===== src/common/eirqf_pkg.sv =====
package eirqf_pkg;
   // ----------------------------------------
   // Register map
   // ----------------------------------------
   localparam logic [11:0] EIRQF_CH2_CONFIG_ADDR = 12'hfd9;
   localparam logic [11:0] EIRQF_CH3_CONFIG_ADDR = 12'hfda;
   localparam logic [11:0] EIRQF_GATE_ADDR = 12'hf77;
   localparam logic [11:0] EIRQF_STATUS_ADDR = 12'hfe0;
   localparam logic [11:0] EIRQF_MASK_ADDR = 12'hfe1;
   localparam logic [7:0] EIRQF_CONFIG_RESET = 8'h00;
   localparam logic [7:0] EIRQF_MASK_RESET = 8'h00;
   // ----------------------------------------
   // Field positions
   // ----------------------------------------
   localparam int EIRQF_LEVEL_BIT = 4;
   localparam int EIRQF_EDGE_LSB = 2;
   localparam int EIRQF_RATE_LSB = 0;
   localparam int EIRQF_GATE_CH2_BIT = 2;
   localparam int EIRQF_GATE_CH3_BIT = 3;
   // ----------------------------------------
   // Encodings and timing
   // ----------------------------------------
   localparam logic [1:0] EIRQF_EDGE_RISE = 2'h0;
   localparam logic [1:0] EIRQF_EDGE_FALL = 2'h1;
   localparam logic [1:0] EIRQF_EDGE_BOTH = 2'h2;
   localparam logic [3:0] EIRQF_LOW_CLOCK_DIV = 4'h4;
   localparam int EIRQF_FILTER_SAMPLES = 3;
endpackage


===== src/common/eirqf_cfg_if.sv =====
// Configuration and result bundle for one channel
interface eirqf_cfg_if;
   logic gate;
   logic [1:0] edge_select;
   logic [1:0] filter_rate;
   logic low_speed;
   logic low_tick;
   logic request;
   logic level;
   modport ctrl (output gate, output edge_select, output filter_rate, output low_speed, output low_tick,
      input request, input level);
   modport chan (input gate, input edge_select, input filter_rate, input low_speed, input low_tick,
      output request, output level);
endinterface


===== src/hw/eirqf_rate_div.sv =====
// ----------------------------------------
// Low clock prescaler: one pulse every fourth low clock tick
// ----------------------------------------
module eirqf_rate_div (
   input wire logic clk_i,
   input wire logic rst_i,
   input wire logic tick_i,
   output logic pulse_o
);
   logic [3:0] cnt_ff;
   // Count ticks, emit a pulse on the fourth
   always_ff @(posedge clk_i or posedge rst_i) begin
      if (rst_i) begin
         cnt_ff <= 4'h0;
         pulse_o <= 1'b0;
      end else begin
         pulse_o <= 1'b0;
         if (tick_i) begin
            if (cnt_ff == eirqf_pkg::EIRQF_LOW_CLOCK_DIV - 4'h1) begin
               cnt_ff <= 4'h0;
               pulse_o <= 1'b1;
            end else begin
               cnt_ff <= cnt_ff + 4'h1;
            end
         end
      end
   end
endmodule


===== src/hw/eirqf_channel.sv =====
// ----------------------------------------
// One channel: sampler, noise filter, edge detector
// ----------------------------------------
module eirqf_channel (
   input wire logic clk_i,
   input wire logic rst_i,
   input wire logic pin_i,
   eirqf_cfg_if.chan cfg
);
   logic [3:0] div_ff;
   logic [2:0] shift_ff;
   logic filt_ff;
   logic sample_en;
   logic fast_en;
   logic nxt_filt;
   logic hit;

   // Gear divider enable for codes 00..11: /1, /4, /8, /16
   always_comb begin
      case (cfg.filter_rate)
         2'h0: fast_en = 1'b1;
         2'h1: fast_en = (div_ff[1:0] == 2'h3);
         2'h2: fast_en = (div_ff[2:0] == 3'h7);
         default: fast_en = (div_ff == 4'hf);
      endcase
      sample_en = cfg.low_speed ? cfg.low_tick : fast_en;
   end

   // Free divider, held in reset while gated off
   always_ff @(posedge clk_i or posedge rst_i) begin
      if (rst_i) begin
         div_ff <= 4'h0;
      end else if (!cfg.gate) begin
         div_ff <= 4'h0;
      end else begin
         div_ff <= div_ff + 4'h1;
      end
   end

   // Filter passes a level only after three equal samples; shorter pulses are noise
   assign nxt_filt = (shift_ff == 3'h7) ? 1'b1 : (shift_ff == 3'h0) ? 1'b0 : filt_ff;
   always_ff @(posedge clk_i or posedge rst_i) begin
      if (rst_i) begin
         shift_ff <= 3'h0;
         filt_ff <= 1'b0;
      end else if (!cfg.gate) begin
         shift_ff <= 3'h0;
         filt_ff <= 1'b0;
      end else if (sample_en) begin
         shift_ff <= {shift_ff[1:0], pin_i};
         filt_ff <= nxt_filt;
      end
   end

   // Edge condition on the filtered level
   always_comb begin
      case (cfg.edge_select)
         eirqf_pkg::EIRQF_EDGE_RISE: hit = nxt_filt & ~filt_ff;
         eirqf_pkg::EIRQF_EDGE_FALL: hit = ~nxt_filt & filt_ff;
         eirqf_pkg::EIRQF_EDGE_BOTH: hit = nxt_filt ^ filt_ff;
         default: hit = 1'b0; // Reserved code raises nothing
      endcase
   end

   // Request pulse and level captured with it
   always_ff @(posedge clk_i or posedge rst_i) begin
      if (rst_i) begin
         cfg.request <= 1'b0;
         cfg.level <= 1'b0;
      end else begin
         cfg.request <= cfg.gate & sample_en & hit;
         if (!cfg.gate) begin
            cfg.level <= 1'b0;
         end else if (sample_en && hit) begin
            cfg.level <= nxt_filt;
         end
      end
   end
endmodule


===== src/hw/eirqf_top.sv =====
// ----------------------------------------
// Two-channel external interrupt filter block
// ----------------------------------------
//
// The address-and-strobe port was decided locally.
module eirqf_top (
   input wire logic SYS_CLK_I,
   input wire logic RST_I,
   input wire logic [11:0] ADDR_I,
   input wire logic [7:0] WDATA_I,
   input wire logic WR_I,
   input wire logic RD_I,
   input wire logic LOW_SPEED_I,
   input wire logic LOW_TICK_I,
   input wire logic EXT_IRQ_CH2_I,
   input wire logic EXT_IRQ_CH3_I,
   output logic [7:0] RDATA_O,
   output logic REQ_CH2_O,
   output logic REQ_CH3_O,
   output logic IRQ_O
);
   eirqf_cfg_if ch2 ();
   eirqf_cfg_if ch3 ();
   logic [7:0] gate_ff;
   logic [3:0] ch2_cfg_ff;
   logic [3:0] ch3_cfg_ff;
   logic [1:0] status_ff;
   logic [1:0] mask_ff;
   logic low_pulse;
   logic [7:0] nxt_rdata;
   logic status_rd;

   // ----------------------------------------
   // Shared slow sample enable
   // ----------------------------------------
   eirqf_rate_div u_div (
      .clk_i(SYS_CLK_I),
      .rst_i(RST_I),
      .tick_i(LOW_TICK_I),
      .pulse_o(low_pulse)
   );

   // Configuration fan out to each channel
   assign ch2.gate = gate_ff[eirqf_pkg::EIRQF_GATE_CH2_BIT];
   assign ch2.edge_select = ch2_cfg_ff[eirqf_pkg::EIRQF_EDGE_LSB +: 2];
   assign ch2.filter_rate = ch2_cfg_ff[eirqf_pkg::EIRQF_RATE_LSB +: 2];
   assign ch2.low_speed = LOW_SPEED_I;
   assign ch2.low_tick = low_pulse;
   assign ch3.gate = gate_ff[eirqf_pkg::EIRQF_GATE_CH3_BIT];
   assign ch3.edge_select = ch3_cfg_ff[eirqf_pkg::EIRQF_EDGE_LSB +: 2];
   assign ch3.filter_rate = ch3_cfg_ff[eirqf_pkg::EIRQF_RATE_LSB +: 2];
   assign ch3.low_speed = LOW_SPEED_I;
   assign ch3.low_tick = low_pulse;

   // ----------------------------------------
   // Independent channel instances
   // ----------------------------------------
   eirqf_channel u_ch2 (
      .clk_i(SYS_CLK_I),
      .rst_i(RST_I),
      .pin_i(EXT_IRQ_CH2_I),
      .cfg(ch2.chan)
   );
   eirqf_channel u_ch3 (
      .clk_i(SYS_CLK_I),
      .rst_i(RST_I),
      .pin_i(EXT_IRQ_CH3_I),
      .cfg(ch3.chan)
   );

   // ----------------------------------------
   // Register writes
   // ----------------------------------------
   // Gate register
   always_ff @(posedge SYS_CLK_I or posedge RST_I) begin
      if (RST_I) begin
         gate_ff <= eirqf_pkg::EIRQF_CONFIG_RESET;
      end else if (WR_I && ADDR_I == eirqf_pkg::EIRQF_GATE_ADDR) begin
         gate_ff <= WDATA_I;
      end
   end

   // Channel configs; a closed gate voids them and blocks writes
   always_ff @(posedge SYS_CLK_I or posedge RST_I) begin
      if (RST_I) begin
         ch2_cfg_ff <= eirqf_pkg::EIRQF_CONFIG_RESET[3:0];
         ch3_cfg_ff <= eirqf_pkg::EIRQF_CONFIG_RESET[3:0];
      end else begin
         if (!ch2.gate) begin
            ch2_cfg_ff <= eirqf_pkg::EIRQF_CONFIG_RESET[3:0];
         end else if (WR_I && ADDR_I == eirqf_pkg::EIRQF_CH2_CONFIG_ADDR) begin
            ch2_cfg_ff <= WDATA_I[3:0];
         end
         if (!ch3.gate) begin
            ch3_cfg_ff <= eirqf_pkg::EIRQF_CONFIG_RESET[3:0];
         end else if (WR_I && ADDR_I == eirqf_pkg::EIRQF_CH3_CONFIG_ADDR) begin
            ch3_cfg_ff <= WDATA_I[3:0];
         end
      end
   end

   // Mask register
   always_ff @(posedge SYS_CLK_I or posedge RST_I) begin
      if (RST_I) begin
         mask_ff <= eirqf_pkg::EIRQF_MASK_RESET[1:0];
      end else if (WR_I && ADDR_I == eirqf_pkg::EIRQF_MASK_ADDR) begin
         mask_ff <= WDATA_I[1:0];
      end
   end

   // ----------------------------------------
   // Sticky status, cleared by read; a new request wins over the clear
   // ----------------------------------------
   assign status_rd = RD_I && (ADDR_I == eirqf_pkg::EIRQF_STATUS_ADDR);
   always_ff @(posedge SYS_CLK_I or posedge RST_I) begin
      if (RST_I) begin
         status_ff <= 2'h0;
      end else begin
         status_ff <= (status_rd ? 2'h0 : status_ff) | {ch3.request, ch2.request};
      end
   end

   // Read mux; unmapped addresses read zero
   always_comb begin
      nxt_rdata = 8'h00;
      if (ADDR_I == eirqf_pkg::EIRQF_CH2_CONFIG_ADDR) begin
         nxt_rdata = {3'h0, ch2.level, ch2_cfg_ff};
      end else if (ADDR_I == eirqf_pkg::EIRQF_CH3_CONFIG_ADDR) begin
         nxt_rdata = {3'h0, ch3.level, ch3_cfg_ff};
      end else if (ADDR_I == eirqf_pkg::EIRQF_GATE_ADDR) begin
         nxt_rdata = gate_ff;
      end else if (ADDR_I == eirqf_pkg::EIRQF_STATUS_ADDR) begin
         nxt_rdata = {6'h00, status_ff};
      end else if (ADDR_I == eirqf_pkg::EIRQF_MASK_ADDR) begin
         nxt_rdata = {6'h00, mask_ff};
      end
   end

   // Registered outputs
   always_ff @(posedge SYS_CLK_I or posedge RST_I) begin
      if (RST_I) begin
         RDATA_O <= 8'h00;
         REQ_CH2_O <= 1'b0;
         REQ_CH3_O <= 1'b0;
         IRQ_O <= 1'b0;
      end else begin
         RDATA_O <= RD_I ? nxt_rdata : 8'h00;
         REQ_CH2_O <= ch2.request;
         REQ_CH3_O <= ch3.request;
         IRQ_O <= |(((status_rd ? 2'h0 : status_ff) | {ch3.request, ch2.request}) & mask_ff);
      end
   end
endmodule


===== config.mk =====
export PLATFORM = sky130hd
export DESIGN_NAME = eirqf_top
export DESIGN_NICKNAME = d
export VERILOG_FILES = /design/src/common/eirqf_pkg.sv /design/src/common/eirqf_cfg_if.sv /design/src/hw/eirqf_rate_div.sv /design/src/hw/eirqf_channel.sv /design/src/hw/eirqf_top.sv
export SDC_FILE = /design/constraint.sdc
export NUM_CORES = 1
export LEC_CHECK = 0
export BUFFER_PORTS_ARGS = -buffer_cell sky130_fd_sc_hd__buf_2
export CORE_MARGIN = 2
export CORE_UTILIZATION = 42
export CTS_BUF_LIST = sky130_fd_sc_hd__clkbuf_16
export CTS_CLUSTER_SIZE = 28
export DETAILED_ROUTE_END_ITERATION = 8
export SLEW_MARGIN = 10
export SYNTH_ARGS = -nofsm -noshare
export SYNTH_HDL_FRONTEND = slang
export SYNTH_SLANG_ARGS = --single-unit
export TNS_END_PERCENT = 50

===== constraint.sdc =====
create_clock -name SYS_CLK_I -period 6.5 [get_ports SYS_CLK_I]
set_clock_uncertainty 0.2 [all_clocks]
set_input_delay 1.95 -clock SYS_CLK_I [delete_from_list [all_inputs] [get_ports SYS_CLK_I]]
set_output_delay 1.95 -clock SYS_CLK_I [all_outputs]
set_load 0.01 [all_outputs]

==> key figures <==
Clock network
  – Clock latency of the later-clocked register in the worst-skew pair: 0.29 ns
  – Post-cts resize count: 0
  – Largest buffer count on any clock path: 2
  – Clock transition time at the flip-flop clock pins of the worst setup and hold paths: 0.07 ns
  – Clock sinks: 56
  – Root Buffer: clkbuf_16
  – Hold-fix buffer count after cts: 0
  – Post-CTS setup repair buffer count: 0
  – TritonCTS buffer count: 5
  – H-tree levels: 2
  – TritonCTS clock tree: built

Flow run
  – Number of maximum-capacitance constraint violations: 0

Synthesis
  – Seq/Total Area, Yosys: 0.5234
  – Flip-flop cell with the highest count after synthesis: dfrtp_1
  – Per-instance average area after synthesis: approximately 11 um2
  – Synth warnings: 0
  – Net count after synthesis: 282
  – Number of flops mapped to enable cells by yosys: 0
  – Most numerous cell types in the synthesized netlist: 56 x dfrtp_1, 26 x nor2_1, 15 x a21oi_1, 15 x nand2_1, 15 x nand3_1
  – Synth Cell Area: 2678 um2
  – Cells after Synth: 245
  – Number of storage elements in the synthesis netlist: 56
  – Leading cell types by total area after synthesis: dfrtp_1 52%, mux2i_1 5.2%, mux2_4 4.5%
  – Synth top area share: 0.5234
  – Cell taking the most area after synthesis: dfrtp_1
  – Count of cell types in the netlist: 39
  – Top-count cell post-synth: dfrtp_1
  – Share of async-settable or async-resettable flops after synthesis: 1.000

GRT
  – Total global-route track usage: 0.1629
  – First-pass GRT wire length: 9.204 mm
  – Number of antenna violations at the first check in global routing: 0
  – Leftover overflow at the end of global routing: 0
  – Via count of the first global-routing pass: 1,887
  – Maximum number of pins on one net before global-route repair: 57

Power
  – Sw Pwr: 155.8 uW
  – Design Power: 714.0 uW
  – Internal Dissipation: 558.2 uW
  – Sequential cell fraction of total power: 0.509
  – Peak supply drop: 0.1970 mV
  – Switching share of total power: 0.2182
  – Combinational Power Share: 0.076
  – P per Cell Area: 228.4 nW/um2
  – Static power due to leakage: 1.561 nW
  – Clk pwr share: 0.415

Worst setup path
  – Maximum fanout count along the critical path: 6
  – Launching element type of the critical path: input pin
  – Count of cells along the worst register-to-register path: 9
  – CP required: 6.46 ns
  – Category of the worst setup path capture point: flip-flop
  – Data arrival at the endpoint of the critical path: 3.34 ns
  – Worst Path Class, Setup: input pin to flip-flop

Timing
  – Share of the clock period used by the worst path: 0.5191
  – Final setup violation count: 0
  – Fin Setup TNS: 0 ns
  – Max-slew headroom at the worst pin: 0.5387
  – Unrepaired setup endpoints after global routing: no
  – Count of pins over their slew limit: 0
  – Transition time at the pin with the least slew margin: 0.6919 ns
  – Minimum clock period after layout: 3.374 ns
  – Upper clock frequency limit: 0.2964 GHz
  – Final hold vios: 0

Routing
  – Post-route antenna net violation count: 0
  – Number of DRC markers in iteration 0: 91
  – Met2 Wirelength: approximately 2.5 mm
  – Sum of met3 wire segment lengths after detailed routing: 292 um
  – Pre-antenna DRT Iters: 4
  – Final Routed Wirelength: 5.431 mm
  – Number of DRC violations after detailed routing: 0
  – Highest metal layer used by the detailed router: met4
  – Metal-1 WL: 2.624 mm
  – Via count: 1,952
  – Routed length per instance: 14.80 um
  – Vias per inst: 5.319

Finish
  – Non-filler cells, final: 367
  – Fraction of final layout cells with drive strength greater than 1: 0.2207
  – Number of nets at the end of the flow: 326
  – Antenna diodes: 0
  – Growth of design area from synthesis to finish: 16.78%

Floorplanning
  – Die Area: 7030 um2
  – Vertical die dimension: 83.85 um
  – # rows: 29
  – Chip Width: 83.85 um
  – Core footprint: 6241 um2
  – Starting utilization of the core area: 0.4290
  – IO Count: 39

Placed design
  – Number of port buffers: 38
  – HPWL after DPL: 3.999 mm
  – Instance count after placement with tap cells included: 359
  – Global placement routability congestion: 0.7669

Hold path
  – Path category of the worst min-delay check: flip-flop to flip-flop
  – Cell count of the worst hold path: 0

Run status
  – Result of the run: finished clean
-- cells in the final DEF (no fill, tap or decap), types with 5 or more instances in the layout --
master / count
buf_2: 38
dfrtp_1: 56
ha_1: 9
clkbuf_16: 5
nor2_1: 26
mux2_4: 8
nor2b_1: 5
o21ai_0: 8
nand3_1: 15
and2_1: 6
nand2_1: 15
inv_1: 12
nand2b_1: 5
mux2i_1: 14
a21oi_1: 15
-- area by class of cell --
| cell class | count | area [um2] |
|---|---|---|
| Clock buffer | 5 | 125.1 |
| Clock inverter | 3 | 37.54 |
| Fill cell | 594 | 3114 |
| Inverter | 13 | 48.80 |
| Multi-Input combinational cell | 174 | 1220 |
| Sequential cell | 56 | 1401 |
| Tap cell | 77 | 96.34 |
| Timing Repair Buffer | 39 | 197.7 |
-- power by group through the flow --
| stage | Combinational, mW | Clock, mW | Sequential (mW) |
|---|---|---|---|
| global route | 0.0618 | 0.318 | 0.364 |
| finish | 0.0544 | 0.296 | 0.363 |
| detailed placement | 0.0554 | 0 | 0.370 |
| global placement | 0.0547 | 0 | 0.370 |
| CTS | 0.0553 | 0.303 | 0.363 |
| floorplan | 0.0339 | 0 | 0.368 |
-- critical path: stages --
cell and delay, ns:
buf_2 0.11, nand4bb_1 0.29, nor3b_2 0.43, nand3_1 0.28, mux2i_1 0.21, nor2_1 0.06
-- registers in the layout, summed over array words and instances, names as in the netlist, 2 cells and up --
signal,cells
u_ch3.shift_ff,3
u_div.cnt_ff,4
u_ch3.div_ff,4
gate_ff,8
ch2_cfg_ff,4
ch3_cfg_ff,4
status_ff,2
RDATA_O,8
u_ch2.shift_ff,3
mask_ff,2
u_ch2.div_ff,4
-- final timing paths --
path | from | to | slack [ns]
setup / recovery | ADDR_I[5] | ch3_cfg_ff[1] | 3.13
hold / removal | u_ch3.cfg.request | REQ_CH3_O | 0.24
setup reg to reg | u_ch3.filt_ff | u_ch3.cfg.level | 4.46
hold reg to reg | u_ch3.cfg.request | REQ_CH3_O | 0.24
max in group asynchronous | RST_I | gate_ff[0] | 4.00
min in group asynchronous | RST_I | u_div.cnt_ff[1] | 1.64
-- cell families after synthesis --
group,synth area share
flip-flops,0.5234
adder cells (fa/ha/maj),0.04206
AND/OR/NAND/NOR,0.2023
multiplexers,0.1098
buffers and inverters,0.02103
AO/OA/AOI/OAI,0.08832
XOR/XNOR,0.01309
-- stage by stage --
stage          utilization  instance area, um2  setup slack, ns  hold slack (ns)
6_report            0.5010                3127            3.126           0.2351
3_5_place_dp        0.4749                2964            2.836           0.2099
3_3_place_gp        0.4749                2964            2.865           0.2163
4_1_cts             0.5010                3127            3.123           0.2244
5_1_grt             0.5010                3127            2.945           0.2545
2_1_floorplan            -                2678            2.979           0.1764
-- routing by layer --
| metal | vias up | track usage |
|---|---|---|
| li1 | 955 | - |
| met1 | 934 | 0.2376 |
| met2 | 59 | 0.2465 |
| met3 | 4 | 0.04154 |
| met4 | 0 | 0.03519 |
| met5 | - | 0 |
Note: power is estimated with default switching activity, not from simulation.
